==> src/verilog/ivr_pkg.sv <==
// Constants and helper functions for the interrupt vector relocation block
`default_nettype none
package ivr_pkg;
    // ----------------------------------------------------------------
    // Register map and widths
    // ----------------------------------------------------------------
    localparam int unsigned IVR_ADDR_W     = 6;             // I/O address width
    localparam int unsigned IVR_DATA_W     = 8;             // Register data width
    localparam int unsigned IVR_PC_W       = 12;            // Word address width of flash
    localparam int unsigned IVR_NUM_W      = 5;             // Vector number width
    localparam logic [5:0]  IVR_GIC_OFS    = 6'h20;         // general_interrupt_control
    localparam logic [5:0]  IVR_STAT_OFS   = 6'h21;         // Relocation status, read only
    localparam int unsigned IVR_CE_BIT     = 0;             // vector_change_enable position
    localparam int unsigned IVR_SEL_BIT    = 1;             // vector_table_select position
    localparam logic [7:0]  IVR_GIC_RST    = 8'h00;         // Both bits clear after reset
    localparam logic [7:0]  IVR_RD_NONE    = 8'h00;         // Unmapped or reserved reads
    // ----------------------------------------------------------------
    // Timing: change window of four cycles at 250 MHz (4 ns)
    // ----------------------------------------------------------------
    localparam int unsigned IVR_CLK_PS     = 4000;          // Clock period in ps
    localparam int unsigned IVR_CE_CYCLES  = 4;             // Change-enable lifetime, cycles
    localparam logic [2:0]  IVR_CE_LOAD    = 3'(IVR_CE_CYCLES);
    localparam logic [2:0]  IVR_CE_LAST    = 3'h1;          // Final armed cycle
    // ----------------------------------------------------------------
    // Flash layout in words
    // ----------------------------------------------------------------
    localparam logic [11:0] IVR_APP_BASE   = 12'h000;       // Start of program flash
    localparam logic [11:0] IVR_BOOT_1K    = 12'hc00;       // 2K-byte boot section start
    localparam logic [11:0] IVR_BOOT_512   = 12'he00;       // 1K-byte boot section start
    localparam logic [11:0] IVR_BOOT_256   = 12'hf00;       // 512-byte boot section start
    localparam logic [11:0] IVR_BOOT_128   = 12'hf80;       // 256-byte boot section start
    localparam logic [1:0]  IVR_SZ_1K      = 2'h0;          // boot_size_fuses codes
    localparam logic [1:0]  IVR_SZ_512     = 2'h1;
    localparam logic [1:0]  IVR_SZ_256     = 2'h2;
    localparam logic [1:0]  IVR_SZ_128     = 2'h3;
    localparam logic        IVR_FUSE_PROG  = 1'b0;          // A fuse reads zero when programmed

    // Boot section start word address from the boot size fuses
    function automatic logic [11:0] ivr_boot_start(input logic [1:0] sz);
        logic [11:0] s;
        s = IVR_BOOT_128;
        unique case (sz)
            IVR_SZ_1K:  s = IVR_BOOT_1K;
            IVR_SZ_512: s = IVR_BOOT_512;
            IVR_SZ_256: s = IVR_BOOT_256;
            IVR_SZ_128: s = IVR_BOOT_128;
        endcase
        return s;
    endfunction : ivr_boot_start
endpackage : ivr_pkg
`default_nettype wire

==> src/verilog/ivr_vector_map.sv <==
// Vector and reset address generator for the relocation block
`timescale 1ns/1ns
`default_nettype none
module ivr_vector_map
    import ivr_pkg::*;
(
    input  wire  logic                 clock_i,        // System clock
    input  wire  logic                 rst_i,          // Synchronous reset, high
    input  wire  logic                 sel_i,          // Current table placement
    input  wire  logic [1:0]           boot_size_i,    // Boot size fuse code
    input  wire  logic                 boot_rst_i,     // Boot reset fuse, 0 = programmed
    input  wire  logic [IVR_NUM_W-1:0] irq_num_i,      // Vector number, 1 = first
    output var   logic [IVR_PC_W-1:0]  vector_addr_o,  // Registered vector address
    output var   logic [IVR_PC_W-1:0]  reset_addr_o    // Registered reset address
);
    import ivr_pkg::*;

    typedef struct packed {
        logic [IVR_PC_W-1:0] vec;
        logic [IVR_PC_W-1:0] rst;
    } ivr_map_t;

    ivr_map_t map_reg;
    ivr_map_t map_next;
    logic [IVR_PC_W-1:0] boot_base;

    // ----------------------------------------------------------------
    // Address arithmetic
    // ----------------------------------------------------------------
    // Relocated vectors keep their table offset on top of the boot start
    always_comb begin
        boot_base    = ivr_boot_start(boot_size_i);
        map_next.vec = (sel_i ? boot_base : IVR_APP_BASE)
                       + IVR_PC_W'(irq_num_i);
        map_next.rst = (boot_rst_i == IVR_FUSE_PROG) ? boot_base : IVR_APP_BASE;
    end

    // Registered so dispatch sees a clean word
    always_ff @(posedge clock_i) begin
        if (rst_i) begin
            map_reg <= '0;
        end else begin
            map_reg <= map_next;
        end
    end

    assign vector_addr_o = map_reg.vec;
    assign reset_addr_o  = map_reg.rst;

    // ----------------------------------------------------------------
    // Checks
    // ----------------------------------------------------------------
    // The first cycle after release still shows the reset word, so it is skipped
    vec_offset_a: assert property (@(posedge clock_i) disable iff (rst_i)
        !$past(rst_i) |->
        (vector_addr_o == $past(sel_i ? ivr_boot_start(boot_size_i) : IVR_APP_BASE)
             + IVR_PC_W'($past(irq_num_i))))
        else $error("vector address not base plus vector number");
    reset_boot_a: assert property (@(posedge clock_i) disable iff (rst_i)
        (boot_rst_i == IVR_FUSE_PROG && boot_size_i == IVR_SZ_1K) ##1
        $stable(boot_rst_i) && $stable(boot_size_i) |-> reset_addr_o == IVR_BOOT_1K)
        else $error("boot reset address wrong");
endmodule : ivr_vector_map
`default_nettype wire

==> src/verilog/ivr_top.sv <==
// Interrupt vector relocation control: select register, change guard, lock masking
//
// Implementation choices: the address map and the plain strobed port.
`timescale 1ns/1ns
`default_nettype none
module ivr_top
    import ivr_pkg::*;
#(
    parameter int unsigned PC_W   = ivr_pkg::IVR_PC_W,    // Flash word address width
    parameter int unsigned ADDR_W = ivr_pkg::IVR_ADDR_W   // Register address width
) (
    input  wire  logic                          clock_i,         // System clock, 250 MHz
    input  wire  logic                          rst_i,           // Synchronous reset, high
    input  wire  logic [ivr_pkg::IVR_ADDR_W-1:0] reg_addr_i,     // Register address
    input  wire  logic [ivr_pkg::IVR_DATA_W-1:0] reg_wdata_i,    // Write data
    input  wire  logic                          reg_wr_i,        // Write strobe
    input  wire  logic                          reg_rd_i,        // Read strobe
    output var   logic [ivr_pkg::IVR_DATA_W-1:0] reg_rdata_o,    // Read data, next cycle
    input  wire  logic [1:0]                    boot_size_fuses_i,        // Boot size code
    input  wire  logic                          boot_reset_select_fuse_i, // 0 = programmed
    input  wire  logic                          app_section_boot_lock_i,  // 0 = programmed
    input  wire  logic                          boot_section_boot_lock_i, // 0 = programmed
    input  wire  logic [ivr_pkg::IVR_PC_W-1:0]  pc_i,            // Executing word address
    input  wire  logic                          instr_done_i,    // Instruction retires
    input  wire  logic                          global_ie_i,     // Core global enable flag
    input  wire  logic [ivr_pkg::IVR_NUM_W-1:0] irq_num_i,       // Vector number to map
    output var   logic                          irq_enable_o,    // Interrupts may be taken
    output var   logic [ivr_pkg::IVR_PC_W-1:0]  irq_vector_addr_o, // Vector word address
    output var   logic [ivr_pkg::IVR_PC_W-1:0]  reset_addr_o     // Reset word address
);
    import ivr_pkg::*;

    // ----------------------------------------------------------------
    // Elaboration checks
    // ----------------------------------------------------------------
    if (PC_W != IVR_PC_W) begin : g_pc_chk
        $error("PC_W must match the flash word address width");
    end
    if (ADDR_W != IVR_ADDR_W) begin : g_addr_chk
        $error("ADDR_W must match the register address width");
    end

    // ----------------------------------------------------------------
    // State
    // ----------------------------------------------------------------
    typedef struct packed {
        logic       sel;      // vector_table_select
        logic       ce;       // vector_change_enable
        logic [2:0] cnt;      // Cycles left in the change window
        logic       hold;     // Waiting for the instruction after the select write
        logic [7:0] rdata;    // Read data register
    } ivr_state_t;

    ivr_state_t st_reg;
    ivr_state_t st_next;

    logic       gic_wr;
    logic       arm_wr;
    logic       sel_wr;
    logic       in_boot;
    logic       seq_block;
    logic       lock_block;
    logic [7:0] gic_view;
    logic [7:0] stat_view;
    logic [PC_W-1:0] boot_base;

    // ----------------------------------------------------------------
    // Decode
    // ----------------------------------------------------------------
    // A select write only counts while armed and with the enable bit written zero
    assign gic_wr  = reg_wr_i && (reg_addr_i == IVR_GIC_OFS);
    assign arm_wr  = gic_wr && reg_wdata_i[IVR_CE_BIT];
    assign sel_wr  = gic_wr && st_reg.ce && !reg_wdata_i[IVR_CE_BIT];

    // Section of the code now running
    assign boot_base = ivr_boot_start(boot_size_fuses_i);
    assign in_boot   = (pc_i >= boot_base);

    // ----------------------------------------------------------------
    // Interrupt gating
    // ----------------------------------------------------------------
    // Blocking is combinational so it covers the very cycle of the arm write
    assign seq_block = arm_wr || st_reg.ce || st_reg.hold;

    // Lock masking depends on where code runs relative to the table
    assign lock_block =
        ( st_reg.sel && (app_section_boot_lock_i == IVR_FUSE_PROG) && !in_boot) ||
        (!st_reg.sel && (boot_section_boot_lock_i == IVR_FUSE_PROG) && in_boot);

    // The global flag passes through untouched; only the gate drops
    assign irq_enable_o = global_ie_i && !seq_block && !lock_block;

    // ----------------------------------------------------------------
    // Read views
    // ----------------------------------------------------------------
    always_comb begin
        gic_view = IVR_RD_NONE;
        gic_view[IVR_SEL_BIT] = st_reg.sel;
        gic_view[IVR_CE_BIT]  = st_reg.ce;
        stat_view = {2'h0, in_boot, st_reg.cnt, st_reg.hold, seq_block};
    end

    // ----------------------------------------------------------------
    // Next state
    // ----------------------------------------------------------------
    always_comb begin
        st_next = st_reg;
        // Read data stand for one cycle only; idle cycles return zero
        st_next.rdata = IVR_RD_NONE;
        if (reg_rd_i) begin
            unique case (reg_addr_i)
                IVR_GIC_OFS:  st_next.rdata = gic_view;
                IVR_STAT_OFS: st_next.rdata = stat_view;
                default:      st_next.rdata = IVR_RD_NONE;
            endcase
        end

        // Change window counts down and drops the enable on its own
        if (st_reg.ce) begin
            st_next.cnt = st_reg.cnt - 3'h1;
            if (st_reg.cnt == IVR_CE_LAST) begin
                st_next.ce = 1'b0;
            end
        end

        // Hold ends once the instruction after the select write retires
        if (st_reg.hold && instr_done_i) begin
            st_next.hold = 1'b0;
        end

        // Select write: takes effect and closes the window at once
        if (sel_wr) begin
            st_next.sel  = reg_wdata_i[IVR_SEL_BIT];
            st_next.ce   = 1'b0;
            st_next.cnt  = 3'h0;
            st_next.hold = 1'b1;
        end else if (arm_wr) begin
            // Arming again restarts the window; select is not changed here
            st_next.ce  = 1'b1;
            st_next.cnt = IVR_CE_LOAD;
        end
    end

    // Single state register
    always_ff @(posedge clock_i) begin
        if (rst_i) begin
            st_reg     <= '0;
            st_reg.sel <= IVR_GIC_RST[IVR_SEL_BIT];
            st_reg.ce  <= IVR_GIC_RST[IVR_CE_BIT];
        end else begin
            st_reg <= st_next;
        end
    end

    assign reg_rdata_o = st_reg.rdata;

    // ----------------------------------------------------------------
    // Vector address generation
    // ----------------------------------------------------------------
    ivr_vector_map u_map (
        .clock_i       (clock_i),
        .rst_i         (rst_i),
        .sel_i         (st_reg.sel),
        .boot_size_i   (boot_size_fuses_i),
        .boot_rst_i    (boot_reset_select_fuse_i),
        .irq_num_i     (irq_num_i),
        .vector_addr_o (irq_vector_addr_o),
        .reset_addr_o  (reset_addr_o)
    );

    // ----------------------------------------------------------------
    // Checks
    // ----------------------------------------------------------------
    arm_sets_ce_a: assert property (@(posedge clock_i) disable iff (rst_i)
        arm_wr && !sel_wr |=> st_reg.ce && st_reg.cnt == 3'h4)
        else $error("change enable not armed by its write");

    ce_lifetime_a: assert property (@(posedge clock_i) disable iff (rst_i)
        (arm_wr && !sel_wr) ##1 (!gic_wr) [*4] |=>
        !st_reg.ce && st_reg.cnt == 3'h0 && (!seq_block || arm_wr || st_reg.hold))
        else $error("change window did not close after four cycles");

    ce_held_a: assert property (@(posedge clock_i) disable iff (rst_i)
        (arm_wr && !sel_wr) ##1 (!gic_wr) [*3] |-> st_reg.ce)
        else $error("change enable dropped early");

    arm_block_a: assert property (@(posedge clock_i) disable iff (rst_i)
        arm_wr |-> !irq_enable_o)
        else $error("interrupt allowed in arm cycle");

    sel_update_a: assert property (@(posedge clock_i) disable iff (rst_i)
        sel_wr |=> st_reg.sel == $past(reg_wdata_i[IVR_SEL_BIT]) && !st_reg.ce && st_reg.hold)
        else $error("select write not applied");

    sel_guard_a: assert property (@(posedge clock_i) disable iff (rst_i)
        gic_wr && !st_reg.ce |=> $stable(st_reg.sel))
        else $error("select changed without arming");

    hold_release_a: assert property (@(posedge clock_i) disable iff (rst_i)
        st_reg.hold && !instr_done_i && !arm_wr |=> !irq_enable_o throughout st_reg.hold)
        else $error("interrupt allowed before instruction after select");

    app_lock_a: assert property (@(posedge clock_i) disable iff (rst_i)
        st_reg.sel && app_section_boot_lock_i == IVR_FUSE_PROG && pc_i < boot_base
        |-> !irq_enable_o)
        else $error("interrupt allowed in locked application code");

    boot_lock_a: assert property (@(posedge clock_i) disable iff (rst_i)
        !st_reg.sel && boot_section_boot_lock_i == IVR_FUSE_PROG && pc_i >= boot_base
        |-> !irq_enable_o)
        else $error("interrupt allowed in locked boot code");

    ie_untouched_a: assert property (@(posedge clock_i) disable iff (rst_i)
        !seq_block && !lock_block |-> irq_enable_o == global_ie_i)
        else $error("gate alters global enable");

    reset_clear_a: assert property (@(posedge clock_i)
        rst_i |=> !st_reg.sel && !st_reg.ce && !st_reg.hold)
        else $error("select or change enable set after reset");
endmodule : ivr_top
`default_nettype wire

==> config.mk <==
export PLATFORM = sky130hd
export DESIGN_NAME = ivr_top
export DESIGN_NICKNAME = d
export VERILOG_FILES = /design/src/verilog/ivr_pkg.sv /design/src/verilog/ivr_vector_map.sv /design/src/verilog/ivr_top.sv
export SDC_FILE = /design/constraint.sdc
export NUM_CORES = 1
export LEC_CHECK = 0
export BUFFER_PORTS_ARGS = -buffer_cell sky130_fd_sc_hd__buf_2
export CORE_MARGIN = 2
export CORE_UTILIZATION = 45
export CTS_CLUSTER_DIAMETER = 200
export CTS_CLUSTER_SIZE = 10
export DETAILED_ROUTE_END_ITERATION = 16
export PLACE_DENSITY = 0.84
export SLEW_MARGIN = 30
export SYNTH_ARGS = -nofsm -noshare
export SYNTH_HDL_FRONTEND = slang
export SYNTH_SLANG_ARGS = --single-unit
==> constraint.sdc <==
create_clock -name clock_i -period 2.05 [get_ports clock_i]
set_input_delay 0 -clock clock_i [delete_from_list [all_inputs] [get_ports clock_i]]
set_output_delay 0 -clock clock_i [all_outputs]
set_load 0.005 [all_outputs]
; ---- Word-level counts from Yosys, hierarchy flattened
; Cells that the tools add are included.
[totals]
reg_bits = 38
in_bits = 42
elab_cells = 54
[classes]
add_sub_neg = 2
n_lt_le_gt_ge = 1
n_eq_ne = 6
muxes = 8
n_bitwise = 3
reduce_logical = 26
[ops]
columns = cell, n
row1 = 12-bit case mux with 4 select lines, 1
row2 = 12-bit by 5-bit adder with 12-bit output, 1
row3 = 6-bit equality test (second input constant), 2
row4 = 12-bit greater-or-equal comparator, 1
row5 = 12-bit two-way mux, 1
row6 = 6-bit case mux with 2 select lines, 1
row7 = 1-bit logical AND, 11
row8 = 4-bit two-way mux, 2
row9 = 2-bit OR reduction, 3
row10 = 1-bit logical NOT, 5
row11 = 2-bit equality test (second input constant), 2
row12 = 2-bit nonzero test, 2
row13 = 3-bit by 1-bit equality test with 1-bit output (second input constant), 1
row14 = 1-bit logical OR, 3
row15 = 1-bit two-way mux, 3
row16 = 1-bit NOT, 3
row17 = 3-bit OR reduction, 1
row18 = 3-bit by 1-bit subtractor with 3-bit output (second input constant), 1
row19 = 2-bit by 1-bit equality test with 1-bit output (second input constant), 1
row20 = 2-bit logical NOT, 1

; ---- Longest topological paths before layout
; Gate-level depths: netlist of run 1.
[logic_depth]
depth_word = 8
ltp_mapped = 7
ltp_nobuf = 7

; ---- Cells and area by module
; From an unflattened synthesis of run 1, not the netlist that was laid out.
[hier_totals]
cells_unflattened = 128
hier_area_um2 = 1188.6
[by_module_without_submodules]
columns = module, n_inst, cells_each, area_each_um2
row1 = ivr_top, 1, 87, 739.5
row2 = ivr_vector_map, 1, 41, 449.2

; ---- Worst setup path after synthesis of run 1
; OpenSTA, ideal clock, no wires.
[synth_timing]
path_type = flip-flop to flip-flop
startpoint = reg st_reg (netlist bit gic_view[0])
endpoint = reg st_reg (netlist bit gic_view[1])
setup_time_ns = 0.128
t_arrival_ns = 1.127
path_slack_ns = 0.795
path_stages_with_launch = 6
path_buffers = 1
path_cell_list = dfxtp_1 > buf_2 > nor4bb_1 > and3_2 > mux2i_1 > nor2_1
[synth_between]
elab_chain_cells = 2
[synth_lines]
columns = element, line_no
row1 = "start, declared", ivr_top.sv:54  ; ivr_state_t st_reg;
row2 = "start signal, assigned", ivr_top.sv:151  ; st_reg <= st_next;
row3 = 1-bit logical AND (2 in a row), ivr_top.sv:73  ; assign sel_wr = gic_wr && st_reg.ce && !reg_wdata_i[IVR_CE_BIT];
; Every way passes these cells.
; A chain may end at the register's enable or synchronous reset.

; ---- Worst setup path in the final report of run 1
[layout_timing]
startpoint = in rst_i
endpoint = reg st_reg (netlist bit reg_rdata_o[1])
[layout_between]
elab_chain_cells = 1
[layout_lines]
columns = element, line_no
row1 = "start, declared", ivr_top.sv:13  ; input wire logic rst_i,
row2 = 2-bit OR reduction (no line), -
; Every way passes these cells.

==> results of run 1 <==
==> critical path: stages <==
cell,delay [ns]
dlygate4sd3_1,0.53
buf_2,0.21
nand4b_2,0.25
dlygate4sd3_1,0.60
nor2_1,0.10
dlygate4sd3_1,0.55
==> synth_stat cells, types with 2 or more instances <==
cell,count
a21oi_1,5
dfxtp_1,25
and3_2,2
nor2_1,15
nor3_1,3
mux2i_1,2
inv_1,10
nand2_1,6
nor4_4,2
xnor2_1,2
buf_4,19
nor2b_1,6
ha_1,5
==> what timing repair did <==
item,4_1_cts,5_1_grt
endpoints found under the hold margin,17,0
hold buffers,23,0
endpoints found under the setup margin,0,1
setup buffers,0,0
gates resized for setup,0,1
==> layout make-up <==
class                      instances  area [sq um]  share of cell area
clock buffer                       3          22.5              0.0137
tap                               30          37.5              0.0229
timing repair buffer              80           515               0.314
clock inverter                     1          7.51             0.00457
sequential                        25           502               0.306
inverter                          10          37.5              0.0229
multi-input combinational         80           519               0.316
==> per-layer routing <==
metal	part of all wire	track usage	vias to the layer above	routed length [microns]
met4	0.029	0.0976	0	84
met1	0.35	0.194	508	1000
met2	0.55	0.375	58	1570
met3	0.076	0.0349	8	220
met5	0	0	-	0
li1	-	-	540	-
==> cell families (layout without fill, tap and decap cells) <==
logic type,Yosys count,after routing
multiplexers,2,2
buffers and inverters,31,94
AND/OR/NAND/NOR,47,47
flip-flops,25,25
adder cells (fa/ha/maj),5,5
AO/OA/AOI/OAI,13,13
XOR/XNOR,2,2
other,1,11
==> power breakdown <==
part	total [mW]	switching, mW	leakage (nW)	internal [mW]
Sequential	0.498	0.00272	0.204	0.495
Combinational	0.137	0.0605	0.598	0.0765
Clock	0.237	0.162	0.0139	0.0749
==> placed cells by master, fill, tap and decap left out, types with 2 or more instances in the layout <==
| cell type | instances |
|---|---|
| nor3_1 | 3 |
| mux2i_1 | 2 |
| nor2b_1 | 6 |
| inv_1 | 10 |
| conb_1 | 11 |
| buf_2 | 57 |
| dlygate4sd3_1 | 23 |
| and3_2 | 2 |
| ha_1 | 5 |
| xnor2_1 | 2 |
| a21oi_1 | 5 |
| nor2_1 | 15 |
| nor4_4 | 2 |
| dfxtp_1 | 24 |
| nand2_1 | 6 |
| clkbuf_4 | 3 |
==> final timing paths <==
path,from,endpoint,slack (ns),cells past startpoint
worst max-delay path,rst_i,reg_rdata_o[1],0.10,6
worst min-delay path,reg_addr_i[5],st_reg[9],0.06,4
worst max register to register,gic_view[0],gic_view[1],0.14,5
worst min register to register,st_reg[11],reg_rdata_o[4],0.50,2
==> through the flow <==
step / util / instances / total power, mW
6_report: 0.663 / 229 / 0.872
5_1_grt: 0.663 / 229 / 0.898
4_1_cts: 0.662 / 229 / 0.866
3_5_place_dp: 0.557 / 202 / 0.612
3_3_place_gp: 0.557 / 202 / 0.607
2_1_floorplan: - / 136 / 0.570
==> flow_metrics.tcl, run 1 <==
set metrics [dict create \
    status "complete, no violations" \
    whs_ns 0.0595 \
    first_global_vias 1056 \
    io_pins 75 \
    largest_register_ffs 9 \
    detail_route.wl_per_cell_microns 12.6 \
    antenna_left 0 \
    rsz0062_at_grt "false" \
    nets 247 \
    fmax_ghz 0.514 \
    ys_seq_elements 25 \
    min_period_ns 1.95 \
    antenna_found_initial 0 \
    drtIter0Drc 12 \
    start_kind "primary input" \
    synth_adder_area_share 0.0534 \
    synth_compound_area_frac 0.0716 \
    grt_use_total 0.193 \
    synth_edf_count 0 \
    gp_congestion 0.685 \
    cts_root_buffer "clkbuf_4" \
    synth_area_per_cell_sq_um 9.29 \
    die_w_microns 55.0 \
    grt-ovfl-total 0 \
    cts_tree "built" \
    clock_path_buffers 2 \
    grt_max_degree 16 \
    dieArea_sq_um 3030 \
    synth_top_family_by_area "simple AND/OR/NAND/NOR gates" \
    initial_core_util 0.473 \
    synth.area.mux_share 0.0171 \
    hp-class "in -> reg" \
    dp_hpwl_mm 1.98 \
    drive_gt1_frac 0.342 \
    clkTransAtPathRegs_ns 0.15 \
    num_vias 1114 \
    synth_area_sq_um 1170 \
    worstSetupEndpointType "flip-flop" \
    required_ns 2.35 \
    final_area_sq_um 1640 \
    peakVddDrop_mv 0.452 \
    area_growth_pct 40.2 \
    clk_latency_ns 0.34 \
    synthFlopType "dfxtp_1" \
    pre_cts_ws_ns 0.407 \
    viasPerCell 4.86 \
    final_hold_viol_count 0 \
    drv_slew 0 \
    insertedDiodeCount 0 \
    grt_pass1_wl_mm 4.13 \
    finalWirelength_mm 2.88 \
    portBuffers 57 \
    post-route-period-util 0.949 \
    setup_viol 0 \
    die_h_microns 55.0 \
    synthTopCellsByArea "dfxtp_1 43%, buf_4 12%, ha_1 5.3%, nor2_1 4.8%, nor4_4 3.6%" \
    path_max_fanout 15 \
    fillers 203 \
    route.detailed.drc 0 \
    path_class "in -> reg" \
    cts_buffers 3 \
    drtPass1Iterations 4 \
    powerDensity_nw_per_um2 531 \
    arrival_ns 2.24 \
    yosysTopAreaCell "dfxtp_1" \
    rows 18 \
    h-tree-depth 1 \
    synthDistinctLibCells 37 \
    synth-seq-area-share 0.427 \
    skew_ns 0.0126 \
    synthSimpleGateAreaFrac 0.251 \
    finalSetupTns_ns 0 \
    post_dp_cell_area_sq_um 1380 \
    p_leak_nw 0.816 \
    syn_inst 126 \
    cap_violations 0 \
    synth-xor-area-share 0.0150 \
    yosysWarnings 0 \
    synth_top_area_share 0.427 \
    coreArea_sq_um 2480 \
    clock-sinks 25 \
    async_flop_share 0 \
    setup_ws_ns 0.105 \
]
No activity file was read; power rests on OpenSTA's default activity.
==> run 2, diff against run 1 <==
--- a/config.mk
+++ b/config.mk
@@ -11,6 +11,7 @@
 export CTS_CLUSTER_DIAMETER = 200
 export CTS_CLUSTER_SIZE = 10
 export DETAILED_ROUTE_END_ITERATION = 16
+export GPL_TIMING_DRIVEN = 0
 export PLACE_DENSITY = 0.84
 export SLEW_MARGIN = 30
 export SYNTH_ARGS = -nofsm -noshare
==> flow_metrics.tcl, run 2 (synthesized netlist as in run 1, its figures left out) <==
set metrics [dict create \
    h-tree-depth 1 \
    required_ns 2.32 \
    worstHoldEndpoint "reg_rdata_o[5]" \
    initial_core_util 0.473 \
    grt_max_degree 16 \
    cts_buffers 3 \
    cap_violations 0 \
    antenna_found_initial 0 \
    min_period_ns 1.73 \
    status "complete, no violations" \
    clk_latency_ns 0.32 \
    setup_ws_ns 0.317 \
    reg2reg_to "gic_view[1]" \
    cts_resized 0 \
    timing.rr.start "gic_view[0]" \
    finalSetupTns_ns 0 \
    post-place-cells 223 \
    rsz0062_at_grt "false" \
    dp_hpwl_mm 1.96 \
    drtPass1Iterations 4 \
    critPathMaxStageDelay_ns 0.61 \
    post_dp_cell_area_sq_um 1530 \
    fmax_ghz 0.577 \
    hp-start "pc_i[10]" \
    final_hold_viol_count 0 \
    p_total_mw 0.865 \
    grt-ovfl-total 0 \
    largest_register_ffs 9 \
    num_vias 1131 \
    reg2reg_depth 5 \
    portBuffers 57 \
    skew_ns 0.0107 \
    cts_tree "built" \
    rows 18 \
    critPathBufInv 4 \
    fin_util 0.699 \
    first_global_vias 986 \
    final_cell_mix "58 x buf_2, 25 x dfxtp_1, 19 x buf_4" \
    finalWirelength_mm 2.79 \
    coreArea_sq_um 2480 \
    gp_congestion 0.764 \
    drtIter0Drc 22 \
    clkTransAtPathRegs_ns 0.14 \
    fin_cells 244 \
    pre_cts_ws_ns 0.423 \
    switching_share 0.244 \
    worstPathCellList "dlygate4sd3_1 -> buf_2 -> nand4b_2 -> dlygate4sd3_1 -> nor2_1 -> dlygate4sd3_1" \
    drive_gt1_frac 0.407 \
    p_switching_mw 0.211 \
    drv_slew 0 \
    p_int_mw 0.654 \
    power_frac_clock 0.255 \
    route.detailed.drc 0 \
    post-route-period-util 0.846 \
    seq_power_share 0.574 \
    power_frac_comb 0.171 \
    io_pins 75 \
    powerDensity_nw_per_um2 500 \
    area_growth_pct 47.9 \
    crit_path_top_delay_cell "dlygate4sd3_1" \
    setup_viol 0 \
    clock-sinks 25 \
    grt_use_total 0.189 \
    insertedDiodeCount 0 \
    nets 262 \
    start_kind "primary input" \
    detail_route.wl_per_cell_microns 11.4 \
    reg2reg_slack_ns 0.60 \
    antenna_left 0 \
    crit_family "buffers and inverters" \
    final_area_sq_um 1730 \
    final_common_cell "buf_2" \
    whs_path_depth 3 \
    grt_pass1_wl_mm 4.02 \
    ctsHoldBuffers 17 \
    peakVddDrop_mv 0.346 \
    arrival_ns 2.01 \
    postCtsSetupRepairBufs 0 \
    hp-class "in -> reg" \
    cts_root_buffer "clkbuf_4" \
    clock_path_buffers 2 \
    whs_ns 0.00968 \
    crit_path_frequent_cell "dlygate4sd3_1" \
    die_h_microns 55.0 \
    dieArea_sq_um 3030 \
    path_max_fanout 2 \
    p_leak_nw 0.895 \
    worstSetupEndpointType "flip-flop" \
    die_w_microns 55.0 \
    path_class "in -> reg" \
    viasPerCell 4.64 \
]
==> run 2: changes by cell type in the layout (fill, tap and decap cells not counted), sizes merged <==
cell | before | now
dlygate4sd3 | 23 | 17
buf | 57 | 77
clkbuf | 3 | 4
==> run 2: area by class of cell <==
cell class	count	area [sq um]
Buffer	21	151
Clock buffer	3	22.5
Clock inverter	1	7.51
Fill cell	207	746
Inverter	10	37.5
Multi-Input combinational cell	80	519
Sequential cell	25	500
Tap cell	30	37.5
Timing Repair Buffer	74	455
==> run 2: per-layer routing <==
metal  up-vias  track usage  share of wire
met2        68        0.355           0.52
met4         0       0.0854          0.030
met1       482        0.199           0.36
met5         -            0              0
met3        11       0.0403          0.090
li1        570            -              -
==> run 2: worst reg2reg max path, stage by stage, from the launching register on <==
cell and delay (ns):
dfxtp_1 0.33, buf_2 0.18, nor4bb_1 0.31, and3_2 0.28, mux2i_1 0.19, nor2_1 0.05
==> run 2: worst max-delay path by stage <==
| stage | start | to | slack, ns | cells after the start |
|---|---|---|---|---|
| 3_5_place_dp | boot_size_fuses_i[1] | irq_enable_o | 0.42 | 9 |
| 4_1_cts | reg_rd_i | reg_rdata_o[0] | 0.37 | 6 |
| 6_report | reg_rd_i | reg_rdata_o[0] | 0.32 | 6 |
| 2_1_floorplan | gic_view[0] | gic_view[1] | 0.80 | 5 |
| 3_3_place_gp | boot_size_fuses_i[1] | irq_enable_o | 0.40 | 9 |
| 5_1_grt | boot_size_fuses_i[1] | irq_enable_o | 0.24 | 9 |
==> run 2: power groups by stage <==
stage	registers, mW	logic, mW	clock network [mW]
floorplan	0.509	0.0609	0
global placement	0.507	0.118	0
detailed placement	0.508	0.122	0
CTS	0.497	0.145	0.226
global route	0.499	0.164	0.243
finish	0.497	0.148	0.221
==> run 3, diff against run 2 <==
--- a/config.mk
+++ b/config.mk
@@ -7,12 +7,12 @@
 export LEC_CHECK = 0
 export BUFFER_PORTS_ARGS = -buffer_cell sky130_fd_sc_hd__buf_2
 export CORE_MARGIN = 2
-export CORE_UTILIZATION = 45
+export CORE_UTILIZATION = 41
 export CTS_CLUSTER_DIAMETER = 200
 export CTS_CLUSTER_SIZE = 10
 export DETAILED_ROUTE_END_ITERATION = 16
 export GPL_TIMING_DRIVEN = 0
-export PLACE_DENSITY = 0.84
+export PLACE_DENSITY = 0.78
 export SLEW_MARGIN = 30
 export SYNTH_ARGS = -nofsm -noshare
 export SYNTH_HDL_FRONTEND = slang
==> constraint.sdc (replaced) <==
create_clock -name clock_i -period 1.75 [get_ports clock_i]
set_input_delay 0 -clock clock_i [delete_from_list [all_inputs] [get_ports clock_i]]
set_output_delay 0 -clock clock_i [all_outputs]
set_load 0.005 [all_outputs]
==> flow_metrics.tcl, run 3 (synthesized netlist as in run 1, its figures left out) <==
set metrics [dict create \
    fin_util 0.626 \
    grt_use_total 0.168 \
    nets 260 \
    drtIter0Drc 28 \
    timing.rr.start "gic_view[0]" \
    reg2reg_slack_ns 0.26 \
    route.detailed.drc 0 \
    dieArea_sq_um 3300 \
    grt_pass1_wl_mm 4.31 \
    grt-ovfl-total 0 \
    gp_congestion 0.707 \
    dp_hpwl_mm 1.88 \
    clock-sinks 25 \
    worstSetupEndpointType "output pin" \
    reg2reg_depth 5 \
    rsz0062_at_grt "false" \
    largest_register_ffs 9 \
    coreArea_sq_um 2730 \
    viasPerCell 4.54 \
    io_pins 75 \
    portBuffers 57 \
    die_w_microns 57.4 \
    pre_cts_ws_ns 0.192 \
    path_class "in -> out" \
    skew_ns 0.00104 \
    peakVddDrop_mv 0.514 \
    setup_viol 0 \
    required_ns 1.75 \
    fmax_ghz 0.657 \
    drive_gt1_frac 0.406 \
    h-tree-depth 1 \
    drv_slew 0 \
    reg2reg_to "gic_view[1]" \
    min_period_ns 1.52 \
    path_max_fanout 3 \
    antenna_found_initial 0 \
    finalSetupTns_ns 0 \
    clock_path_buffers 2 \
    rows 19 \
    final_common_cell "buf_2" \
    finalWirelength_mm 2.62 \
    setup_ws_ns 0.227 \
    detail_route.wl_per_cell_microns 10.8 \
    clkTransAtPathRegs_ns 0.12 \
    initial_core_util 0.428 \
    cts_tree "built" \
    arrival_ns 1.52 \
    num_vias 1103 \
    post-route-period-util 0.870 \
    hp-class "in -> reg" \
    seqCellArea_sq_um 500 \
    antenna_left 0 \
    status "complete, no violations" \
    worstHoldEndpoint "reg_rdata_o[1]" \
    final_hold_viol_count 0 \
    multi_input_area_sq_um 520 \
    whs_path_depth 3 \
    insertedDiodeCount 0 \
    cap_violations 0 \
    grt_max_degree 14 \
    fillers 240 \
    start_kind "primary input" \
    cts_buffers 3 \
    area_growth_pct 46.0 \
    die_h_microns 57.4 \
    drtPass1Iterations 4 \
    p_total_mw 1.00 \
    cts_root_buffer "clkbuf_4" \
    first_global_vias 1024 \
    clk_latency_ns 0.31 \
    p_leak_nw 0.891 \
    postCtsSetupRepairBufs 0 \
    hp-start "reg_addr_i[5]" \
    final_cell_mix "58 x buf_2, 25 x dfxtp_1, 19 x buf_4" \
    powerDensity_nw_per_um2 585 \
]
==> run 3: cell types whose count changed in the layout (fill, tap and decap cells not counted) <==
cell	previous run	this run
dlygate4sd3_1	17	15
a2111oi_0	1	0
a2111oi_1	0	1
clkbuf_1	1	2
clkinvlp_4	1	0
==> run 3: where the power goes <==
group          internal (mW)  switching [mW]
sequential             0.579         0.00246
combinational         0.0978          0.0727
clock                 0.0892           0.159
total                  0.767           0.234
==> run 3: timing repair <==
action / in CTS / in global routing
gates resized for setup: 0 / 1
hold buffers: 16 / 0
setup endpoints to repair: 0 / 2
hold endpoints to repair: 17 / 0
==> run 3: routing by layer <==
metal,track usage,share of wire,vias up
met5,0,0,-
met4,0.0498,0.014,0
met3,0.0431,0.076,5
met2,0.315,0.52,49
met1,0.183,0.39,487
li1,-,-,562
==> run 3: worst max path at each step <==
| stage | startpoint | to | slack, ns |
|---|---|---|---|
| global route | boot_size_fuses_i[1] | irq_enable_o | 0.04 |
| finish | boot_size_fuses_i[1] | irq_enable_o | 0.23 |
| global placement | boot_size_fuses_i[1] | irq_enable_o | 0.21 |
| CTS | reg_rd_i | reg_rdata_o[0] | 0.06 |
| floorplan | gic_view[0] | gic_view[1] | 0.50 |
| detailed placement | boot_size_fuses_i[1] | irq_enable_o | 0.19 |
==> run 3: metrics by stage <==
step                      cell area (sq um)  instances  hold slack (ns)
after global placement                 1530        224            0.206
final                                  1710        243           0.0186
after global routing                   1710        243          0.00595
after detailed placement               1530        224            0.212
after CTS                              1720        244          0.00252
after floorplan                        1210        136           0.0667
==> run 3: critical path: stages <==
cell and delay (ns):
buf_2 0.11, nand2_1 0.08, inv_1 0.05, ha_1 0.25, nor4b_1 0.23, nand2_1 0.13
a2111oi_1 0.41, o22ai_1 0.11, buf_2 0.14
==> run 3: cell type report <==
type | instances | area share
inverters | 10 | 0.0219
clock buffers | 4 | 0.0154
multi-input cells | 80 | 0.304
flip-flops and latches | 25 | 0.293
repair buffers | 72 | 0.255
well taps | 31 | 0.0227
plain buffers | 21 | 0.0885
